<file path="config.mk">
export PLATFORM = sky130hd
export DESIGN_NAME = rsc_top
export DESIGN_NICKNAME = d
export VERILOG_FILES = /design/src/pkg/rsc_pkg.sv /design/src/pkg/rsc_if.sv /design/src/verilog/rsc_release_timer.sv /design/src/verilog/rsc_top.sv
export SDC_FILE = /design/constraint.sdc
export NUM_CORES = 1
export LEC_CHECK = 0
export ABC_AREA = 1
export BUFFER_PORTS_ARGS = -buffer_cell sky130_fd_sc_hd__buf_2
export CAP_MARGIN = 20
export CELL_PAD_IN_SITES_DETAIL_PLACEMENT = 0
export CELL_PAD_IN_SITES_GLOBAL_PLACEMENT = 1
export CORE_AREA = 2 2 108 110
export DETAILED_ROUTE_END_ITERATION = 8
export DIE_AREA = 0 0 110 112
export PLACE_DENSITY = 0.83
export SLEW_MARGIN = 40
export SYNTH_ARGS = -nofsm -noshare
export SYNTH_HDL_FRONTEND = slang
export SYNTH_SLANG_ARGS = --single-unit
export TNS_END_PERCENT = 5
</file>
<file path="constraint.sdc">
create_clock -name i_clk -period 3.1 [get_ports i_clk]
set_input_delay 0.31 -clock i_clk [delete_from_list [all_inputs] [get_ports i_clk]]
set_output_delay 0.31 -clock i_clk [all_outputs]
set_load 0.01 [all_outputs]
</file>
<file path="src/pkg/rsc_pkg.sv">
// constants of the reset source controller: register map, flag positions,
// fuse codes and timing counts; assumes a 10 MHz system clock
package rsc_pkg;

  localparam int RSC_CLK_HZ = 10_000_000;
  localparam int RSC_CLK_NS = 100;

  // one status register on the lite bus, byte address
  localparam logic [3:0] RSC_STATUS_OFS = 4'h0;
  localparam int         RSC_STATUS_W   = 8;
  localparam int         RSC_FLAG_W     = 5;

  // flag positions inside the status register
  localparam int RSC_POR_BIT    = 0;
  localparam int RSC_PIN_BIT    = 1;
  localparam int RSC_SUPPLY_BIT = 2;
  localparam int RSC_WDOG_BIT   = 3;
  localparam int RSC_SCAN_BIT   = 4;

  // power-up of this logic counts as a power-on cause
  localparam logic [4:0] RSC_STATUS_RST = 5'h01;

  // supply trigger level fuse codes; all others reserved
  localparam logic [2:0] RSC_LVL_OFF = 3'h7;
  localparam logic [2:0] RSC_LVL_1V8 = 3'h6;
  localparam logic [2:0] RSC_LVL_2V7 = 3'h5;
  localparam logic [2:0] RSC_LVL_4V3 = 3'h4;

  // release delay: base period, scaled by the fuse settings
  localparam int RSC_TOUT_BASE_US  = 65;
  localparam int RSC_TOUT_BASE_CYC =
    (RSC_TOUT_BASE_US * (RSC_CLK_HZ / 1_000_000));

  // least supply dip that counts as a brown-out
  localparam int RSC_BOD_MIN_NS  = 200;
  localparam int RSC_BOD_MIN_CYC =
    (RSC_BOD_MIN_NS + RSC_CLK_NS - 1) / RSC_CLK_NS;
  localparam int RSC_BOD_CNT_W   = 4;

  // lite bus responses
  localparam logic [1:0] RSC_RESP_OKAY   = 2'h0;
  localparam logic [1:0] RSC_RESP_SLVERR = 2'h2;
  localparam logic [1:0] RSC_RESP_DECERR = 2'h3;

endpackage

</file>
<file path="src/pkg/rsc_if.sv">
// carrier between the controller and its release timer
// assumes both ends run on the same clock
`timescale 1ns/1ps
`default_nettype none
interface rsc_if #(
  parameter int CNT_W = 18
);
  logic             clk;
  logic             async_hold_n;
  logic             sync_hold;
  logic [CNT_W-1:0] delay_cycles;
  logic             hold;

  modport ctrl (
    output clk,
    output async_hold_n,
    output sync_hold,
    output delay_cycles,
    input  hold
  );
  modport timer (
    input  clk,
    input  async_hold_n,
    input  sync_hold,
    input  delay_cycles,
    output hold
  );
endinterface
`default_nettype wire

</file>
<file path="src/verilog/rsc_release_timer.sv">
// release timer: holds the internal reset and stretches its release
// assumes async_hold_n is a glitch-free combination of level sources
`timescale 1ns/1ps
`default_nettype none
module rsc_release_timer
  import rsc_pkg::*;
#(
  parameter int CNT_W = 18
) (
  rsc_if.timer bus
);

  typedef struct packed {
    logic             hold;
    logic [CNT_W-1:0] cnt;
  } rsc_tmr_t;

  rsc_tmr_t st_reg;
  rsc_tmr_t st_next;

  always_comb begin
    st_next = st_reg;
    if (bus.sync_hold) begin
      st_next.hold = 1'b1;
      st_next.cnt  = '0;
    end else if (st_reg.hold) begin
      if (st_reg.cnt >= bus.delay_cycles - CNT_W'(1)) begin
        st_next.hold = 1'b0;
        st_next.cnt  = '0;
      end else begin
        st_next.cnt = st_reg.cnt + CNT_W'(1);
      end
    end
  end

  always_ff @(posedge bus.clk or negedge bus.async_hold_n) begin
    if (!bus.async_hold_n) begin
      st_reg <= '{hold: 1'b1, cnt: '0};
    end else begin
      st_reg <= st_next;
    end
  end

  assign bus.hold = st_reg.hold;

endmodule
`default_nettype wire

</file>
<file path="src/verilog/rsc_top.sv">
// reset source controller: merges five reset causes into the internal
// reset, stretches its release, and records the cause for software.
// assumes all inputs synchronous to i_clk; i_rst_n is the power-up reset
// of this logic itself; status register reached over a lite bus slave.
// the fuses are taken as static while the part runs; a fuse change only
// takes effect through the registered decode one cycle later.
// limitation: the delay table is a plain power-of-two scale of the base
// period, and the analog comparators live outside this block.
//
// The register addresses and the AXI4-Lite register port were left to the implementer.
`timescale 1ns/1ps
`default_nettype none
module rsc_top
  import rsc_pkg::*;
#(
  parameter int ADDR_W        = 4,
  parameter int CNT_W         = 18,
  parameter int TOUT_BASE_CYC = RSC_TOUT_BASE_CYC
) (
  input  wire logic              i_clk,
  input  wire logic              i_rst_n,
  // reset sources
  input  wire logic              i_supply_below_por,
  input  wire logic              i_pin_reset_n,
  input  wire logic              i_watchdog_expire,
  input  wire logic              i_watchdog_enable,
  input  wire logic              i_supply_below_trigger,
  input  wire logic              i_scan_reset_bit,
  // fuses
  input  wire logic [2:0]        i_supply_trigger_level_fuses,
  input  wire logic [1:0]        i_startup_time_fuses,
  input  wire logic [3:0]        i_clock_select_fuses,
  // reset outputs
  output logic                   o_internal_reset,
  output logic                   o_port_reset,
  output logic                   o_fetch_at_vector,
  output logic                   o_supply_detector_enable,
  output logic [1:0]             o_supply_trigger_level,
  // lite bus slave
  input  wire logic [ADDR_W-1:0] s_axi_awaddr,
  input  wire logic              s_axi_awvalid,
  output logic                   s_axi_awready,
  input  wire logic [31:0]       s_axi_wdata,
  input  wire logic [3:0]        s_axi_wstrb,
  input  wire logic              s_axi_wvalid,
  output logic                   s_axi_wready,
  output logic [1:0]             s_axi_bresp,
  output logic                   s_axi_bvalid,
  input  wire logic              s_axi_bready,
  input  wire logic [ADDR_W-1:0] s_axi_araddr,
  input  wire logic              s_axi_arvalid,
  output logic                   s_axi_arready,
  output logic [31:0]            s_axi_rdata,
  output logic [1:0]             s_axi_rresp,
  output logic                   s_axi_rvalid,
  input  wire logic              s_axi_rready
);

  // the longest stretch is the base scaled by the widest shift of seven
  localparam longint MAX_DELAY = longint'(TOUT_BASE_CYC) << 7;
  localparam longint CNT_SPAN  = longint'(1) << CNT_W;

  // status decode stays in range at any width of the bus address
  localparam logic [ADDR_W-1:0] STATUS_ADDR = ADDR_W'(RSC_STATUS_OFS);

  // refuse widths the logic cannot serve
  if (ADDR_W < 3 || ADDR_W > 16) begin : g_chk_addr_w
    $error("rsc_top: ADDR_W out of range");
  end
  if (TOUT_BASE_CYC < 1 || CNT_W > 30 ||
      MAX_DELAY >= CNT_SPAN) begin : g_chk_cnt_w
    $error("rsc_top: delay counter too narrow");
  end

  typedef struct packed {
    // reset causes, their flags and the release bookkeeping
    logic [RSC_FLAG_W-1:0]    status;
    logic                     wd_pulse;
    logic                     wd_prev;
    logic [RSC_BOD_CNT_W-1:0] dip_cnt;
    logic                     brownout;
    logic                     hold_prev;
    logic                     fetch;
    logic                     det_en;
    logic [1:0]               level;
    logic [CNT_W-1:0]         delay;
    // lite bus write side
    logic                     awready;
    logic                     aw_got;
    logic [ADDR_W-1:0]        awaddr;
    logic                     wready;
    logic                     w_got;
    logic [7:0]               wdata;
    logic                     wlane;
    logic                     bvalid;
    logic [1:0]               bresp;
    // lite bus read side
    logic                     arready;
    logic                     rvalid;
    logic [7:0]               rdata;
    logic [1:0]               rresp;
  } rsc_state_t;

  rsc_state_t st_reg;
  rsc_state_t st_next;

  rsc_if #(.CNT_W(CNT_W)) tmr_bus ();

  logic       aw_fire;
  logic       w_fire;
  logic       ar_fire;
  logic       det_ok;
  logic [2:0] shift;

  assign aw_fire = s_axi_awvalid & st_reg.awready;
  assign w_fire  = s_axi_wvalid & st_reg.wready;
  assign ar_fire = s_axi_arvalid & st_reg.arready;

  // reserved codes leave detection off
  // the decode is registered, so the enable never glitches with the fuses
  always_comb begin
    det_ok = (i_supply_trigger_level_fuses == RSC_LVL_1V8) ||
             (i_supply_trigger_level_fuses == RSC_LVL_2V7) ||
             (i_supply_trigger_level_fuses == RSC_LVL_4V3);
  end

  // delay from startup and clock fuses
  assign shift = {i_startup_time_fuses, i_clock_select_fuses[0]};

  always_comb begin
    st_next = st_reg;

    // single-cycle watchdog pulse
    // taken on the rising edge only: a held expiry would otherwise
    // restart the delay every cycle
    st_next.wd_prev  = i_watchdog_expire;
    st_next.wd_pulse = i_watchdog_expire & i_watchdog_enable &
                       ~st_reg.wd_prev;

    st_next.det_en = det_ok;
    st_next.level  = i_supply_trigger_level_fuses[1:0];
    st_next.delay  = CNT_W'(TOUT_BASE_CYC) << shift;

    // dip filter before brown-out
    // a dip must be seen on two edges in a row; shorter ones are taken
    // as comparator noise and leave no trace in the flags
    if (!st_reg.det_en || !i_supply_below_trigger) begin
      st_next.dip_cnt  = '0;
      st_next.brownout = 1'b0;
    end else if (st_reg.dip_cnt < RSC_BOD_CNT_W'(RSC_BOD_MIN_CYC - 1)) begin
      st_next.dip_cnt = st_reg.dip_cnt + RSC_BOD_CNT_W'(1);
    end else begin
      // assert once dip is long enough
      st_next.brownout = 1'b1;
    end

    // one-cycle fetch start on release
    // one cycle after hold falls, so the core starts on a clean cycle
    st_next.hold_prev = tmr_bus.hold;
    st_next.fetch     = st_reg.hold_prev & ~tmr_bus.hold;

    // register write: zeros clear flags, ones keep them; the answer
    // waits until both address and data are held, so either may come
    // first, and awready/wready stay low until the response is taken,
    // which keeps one write at most in flight
    if (st_reg.aw_got && st_reg.w_got && !st_reg.bvalid) begin
      st_next.bvalid = 1'b1;
      st_next.aw_got = 1'b0;
      st_next.w_got  = 1'b0;
      if (st_reg.awaddr[ADDR_W-1:2] == STATUS_ADDR[ADDR_W-1:2]) begin
        st_next.bresp = RSC_RESP_OKAY;
        if (st_reg.wlane) begin
          st_next.status = st_reg.status & st_reg.wdata[RSC_FLAG_W-1:0];
        end
      end else begin
        st_next.bresp = RSC_RESP_DECERR;
      end
    end
    if (aw_fire) begin
      st_next.aw_got  = 1'b1;
      st_next.awaddr  = s_axi_awaddr;
      st_next.awready = 1'b0;
    end
    if (w_fire) begin
      st_next.w_got  = 1'b1;
      st_next.wdata  = s_axi_wdata[7:0];
      st_next.wlane  = s_axi_wstrb[0];
      st_next.wready = 1'b0;
    end
    if (st_reg.bvalid && s_axi_bready) begin
      st_next.bvalid  = 1'b0;
      st_next.awready = 1'b1;
      st_next.wready  = 1'b1;
    end

    // causes set flags; setting wins over a clearing write
    // a cause still active at the write is not lost; software simply
    // reads the flag set again
    // pin reset flag
    if (!i_pin_reset_n) begin
      st_next.status[RSC_PIN_BIT] = 1'b1;
    end
    if (st_reg.brownout) begin
      st_next.status[RSC_SUPPLY_BIT] = 1'b1;
    end
    if (st_reg.wd_pulse) begin
      st_next.status[RSC_WDOG_BIT] = 1'b1;
    end
    if (i_scan_reset_bit) begin
      st_next.status[RSC_SCAN_BIT] = 1'b1;
    end
    // power-on sets bit 0, clears others
    if (i_supply_below_por) begin
      st_next.status = RSC_FLAG_W'(1) << RSC_POR_BIT;
    end

    // register read: data and response are captured at the address
    // handshake and stand until rready; arready stays low meanwhile
    if (ar_fire) begin
      st_next.arready = 1'b0;
      st_next.rvalid  = 1'b1;
      if (s_axi_araddr[ADDR_W-1:2] == STATUS_ADDR[ADDR_W-1:2]) begin
        st_next.rdata = {{(RSC_STATUS_W - RSC_FLAG_W){1'b0}},
                         st_reg.status};
        st_next.rresp = RSC_RESP_OKAY;
      end else begin
        st_next.rdata = 8'h00;
        st_next.rresp = RSC_RESP_DECERR;
      end
    end
    if (st_reg.rvalid && s_axi_rready) begin
      st_next.rvalid  = 1'b0;
      st_next.arready = 1'b1;
    end
  end

  always_ff @(posedge i_clk or negedge i_rst_n) begin
    if (!i_rst_n) begin
      // power-up of this logic is a power-on cause
      st_reg.status    <= RSC_STATUS_RST;
      st_reg.wd_pulse  <= 1'b0;
      st_reg.wd_prev   <= 1'b0;
      st_reg.dip_cnt   <= '0;
      st_reg.brownout  <= 1'b0;
      // high, so the first release still gives a fetch pulse
      st_reg.hold_prev <= 1'b1;
      st_reg.fetch     <= 1'b0;
      st_reg.det_en    <= 1'b0;
      st_reg.level     <= 2'h0;
      st_reg.delay     <= CNT_W'(TOUT_BASE_CYC);

      // bus idle and ready to take a request
      st_reg.awready   <= 1'b1;
      st_reg.aw_got    <= 1'b0;
      st_reg.awaddr    <= '0;
      st_reg.wready    <= 1'b1;
      st_reg.w_got     <= 1'b0;
      st_reg.wdata     <= 8'h00;
      st_reg.wlane     <= 1'b0;
      st_reg.bvalid    <= 1'b0;
      st_reg.bresp     <= RSC_RESP_OKAY;
      st_reg.arready   <= 1'b1;
      st_reg.rvalid    <= 1'b0;
      st_reg.rdata     <= 8'h00;
      st_reg.rresp     <= RSC_RESP_OKAY;
    end else begin
      st_reg <= st_next;
    end
  end

  // pin and power-on act on the timer flop directly, so they reach the
  // port pins with no clock; the other sources are sampled at i_clk
  // five sources merged
  assign tmr_bus.clk          = i_clk;
  assign tmr_bus.async_hold_n = i_rst_n & i_pin_reset_n &
                                ~i_supply_below_por;
  assign tmr_bus.sync_hold    = st_reg.wd_pulse | st_reg.brownout |
                                i_scan_reset_bit;
  assign tmr_bus.delay_cycles = st_reg.delay;

  rsc_release_timer #(
    .CNT_W (CNT_W)
  ) u_timer (
    .bus (tmr_bus.timer)
  );

  // hold drives both the core reset and the port pin reset, so the
  // pins follow the asynchronous assertion of the timer flop
  assign o_internal_reset         = tmr_bus.hold;
  assign o_port_reset             = tmr_bus.hold;
  assign o_fetch_at_vector        = st_reg.fetch;
  assign o_supply_detector_enable = st_reg.det_en;
  assign o_supply_trigger_level   = st_reg.level;

  assign s_axi_awready = st_reg.awready;
  assign s_axi_wready  = st_reg.wready;
  assign s_axi_bvalid  = st_reg.bvalid;
  assign s_axi_bresp   = st_reg.bresp;
  assign s_axi_arready = st_reg.arready;
  assign s_axi_rvalid  = st_reg.rvalid;
  assign s_axi_rresp   = st_reg.rresp;
  assign s_axi_rdata   = {24'h000000, st_reg.rdata};

endmodule
`default_nettype wire
</file>
==> results by group <==
Clock network
  • Root Buffer: clkbuf_16
  • Sink Count: 72
  • CTS tree: done
  • CTS H-tree lvls: 3
  • Clock-pin slew on the worst setup and hold paths: approximately 0.060 ns
  • CTS Hold Bufs: 0
  • PostCTS Resize Cnt: 0
  • Post-CTS Setup Inserts: 0
  • Clk_lat worst skew: roughly 0.33 ns
  • Clk buf depth: 2
  • CTS buffer count: 9

Yosys
  • EDFF count, synth: 0
  • Unique masters post-synth: 40
  • FFs w/ async S/R, synth: 1.00
  • #FFs+latches synth: 72
  • Seq/Total Area, Yosys: 0.430
  • Largest cells by area after synthesis: dfrtp_1 (37%), nand2_1 (8.9%), buf_4 (6.9%), dfstp_2 (6.2%), ha_1 (6.2%)
  • Top_reg_cell synth: dfrtp_1
  • Average cell area after synthesis: ~8.3 um^2
  • Area leader, netlist: dfrtp_1
  • Synth cell count leaders: nand2_1 (100), inv_1 (66), dfrtp_1 (62)
  • Top-area cell type share of the netlist area: 0.367
  • Cells after Synth: roughly 510
  • Yosys Warn Count: 0
  • Synthesized area: roughly 4200 um^2
  • Top-count cell post-synth: nand2_1

Worst setup path
  • Crit path from: tmr_bus.delay_cycles[1]
  • Critical path, cell by cell: inv_1 > ha_1 > nand2_1 > nor2_1 > nand3b_1 > clkinv_1 > o21a_1 > ha_1 > nand2_1 > nor2_1 > nand3_2 > nor2_1 > nor2_2 > nand3_4 > o21ai_0
  • Required time worst endpoint: approximately 3.4 ns
  • Worst R2R Start: tmr_bus.delay_cycles[1]
  • Crit path max-delay cell type: dfstp_2
  • CP most frequent cell: nor2_1
  • CP max FO: 18
  • Crit. End Element: register
  • Kind of critical path: reg -> reg
  • CP startpoint kind: register
  • CP arrival: around 3.1 ns
  • Worst path max stage delay: between 0.5 and 0.6 ns

Layout
  • Final #Nets: around 640
  • Number of diodes: 0
  • Area grow syn2layout: 12.2%
  • Post-Route Utilization: 0.424
  • Fraction of layout instances using a drive strength above 1: 0.206
  • Max reg flops: 23

Timing
  • Slew Limit Headroom: 0.503
  • Setup Viol. Count Final: 0
  • Crit path time final: 2.85 ns
  • Clock Skews: between 0.004 and 0.005 ns
  • Final max-slew violation count: 0
  • Fmax: 351 MHz
  • Setup TNS: 0 ns
  • RSZ-0062 raised after global routing: false
  • Final period utilization: 0.918
  • Fin. Hold Viols: 0
  • Slew of the pin with the lowest slew margin: ~0.74 ns

Min path
  • Hold wc startpoint: i_watchdog_expire
  • HP Class: in -> reg

Global route
  • GRT Util Overall: 0.147
  • Pin count of the biggest net entering global routing: 54
  • Initial antenna violation count: 0
  • First-pass GRT wire length: 14,200 um
  • GR Overflow Total: 0
  • Number of global-route vias before repair: 3,181

Floorplan
  • Die area: ~12,000 um^2
  • Die W: around 110 um
  • Die height: 112 um
  • Core footprint: about 11,000 um^2
  • Row count: 39
  • Initial Utilization: 0.378
  • Number of top-level pins: 113

Route
  • Initial DRC count: 91
  • Drc violations: 0
  • Total Routed Length: 8140 um
  • Drt wl/cell: 11.7 um
  • Vias: around 3,200
  • 1st-pass router iterations: 4
  • Vias/cell: about 4.6
  • Final ANT Viol Nets: 0

Power
  • P_leak: about 2.4 nW
  • Power per Cell Area: 565 nW/um^2
  • Peak VDD IR: ~380 uV
  • Power, Total: around 2.7 mW

Job
  • Max-Cap Viols: 0

Outcome
  • Status: completed

Placed design
  • DP HPWL: 6280 um
  • Port-buffer cells: 48
  • Gpl congestion: about 0.83
==> where the power goes <==
part / leakage, nW / switching [mW] / internal (mW)
logic: 1.30 / 0.256 / 0.190
registers: 0.909 / 0.0794 / 1.10
clock network: 0.141 / 0.391 / 0.667
total: 2.35 / 0.726 / 1.95
==> per-stage QoR <==
stage	std cells	setup WS, ns	hold WS, ns	area, um^2
after global routing	697	0.0256	0.0897	4740
after detailed placement	681	0.206	0.398	4430
after global placement	681	0.288	0.404	4430
after CTS	697	0.204	0.0824	4740
final	697	0.254	0.0907	4740
after floorplan	532	0.560	0.0144	4320
==> path summary, 6_finish.rpt <==
kind / slack, ns / cells after the start / to
min reg2reg: 0.41 / 1 / st_reg[61]
max in group asynchronous: 2.52 / 2 / o_fetch_at_vector
max reg2reg: 0.25 / 15 / u_timer.st_reg[7]
max: 0.25 / 15 / u_timer.st_reg[7]
min in group asynchronous: 0.11 / 4 / u_timer.st_reg[3]
min: 0.09 / 1 / st_reg[60]
==> cells by family (layout without fill, tap and decap cells) <==
logic type      count (synthesis)  after routing  share of synthesized area
fa+ha+maj                      21             21                     0.0622
compound gates                 75             75                      0.109
simple gates                  205            205                      0.215
other cells                     1             27                   0.000888
mux                             8              8                     0.0213
buf+inv                       112            134                      0.137
flops                          72             72                      0.430
xor+xnor                       12             12                     0.0249
==> final cells by class <==
class                   instances  area (um^2)
fillers                      1064         6440
multi-input cells             348         1930
flip-flops and latches         72         1810
clock buffers                  12          256
repair buffers                 50          255
well taps                     143          179
inverters                      68          255
clock inverters                 4         52.6
==> layer usage <==
| layer | track usage | wire [um] | vias to the layer above |
|---|---|---|---|
| li1 | - | - | 1639 |
| met1 | 0.185 | 3720 | 1506 |
| met2 | 0.247 | 4010 | 63 |
| met3 | 0.0299 | 245 | 11 |
| met4 | 0.0565 | 167 | 0 |
| met5 | 0 | 0 | - |
==> cell usage in the layout (no fill, tap or decap), types with 4 or more instances in the layout <==
| cell | Yosys | routed |
|---|---|---|
| dfstp_2 | 10 | 10 |
| o21bai_1 | 5 | 5 |
| nand3_1 | 28 | 28 |
| xor2_1 | 9 | 9 |
| conb_1 | 1 | 27 |
| nor3_1 | 5 | 5 |
| buf_2 | 2 | 48 |
| a21oi_1 | 13 | 13 |
| o21ai_2 | 8 | 8 |
| nor2_2 | 10 | 10 |
| a22o_1 | 5 | 5 |
| ha_1 | 21 | 21 |
| clkbuf_16 | 0 | 9 |
| nand2_2 | 4 | 4 |
| mux2_2 | 8 | 8 |
| nand2_1 | 100 | 100 |
| dfrtp_1 | 62 | 62 |
| inv_1 | 66 | 66 |
| nor2_1 | 45 | 45 |
| o21ai_1 | 7 | 7 |
| o21ai_0 | 31 | 31 |
==> worst max-delay path: cells and delay by family (launching register included) <==
kind | cells | cell delay [ns]
flip-flops | 1 | 0.58
buffers and inverters | 2 | 0.18
adder cells (fa/ha/maj) | 2 | 0.52
AO/OA/AOI/OAI | 2 | 0.44
AND/OR/NAND/NOR | 9 | 1.03
Power figures use the tool's default switching activity.
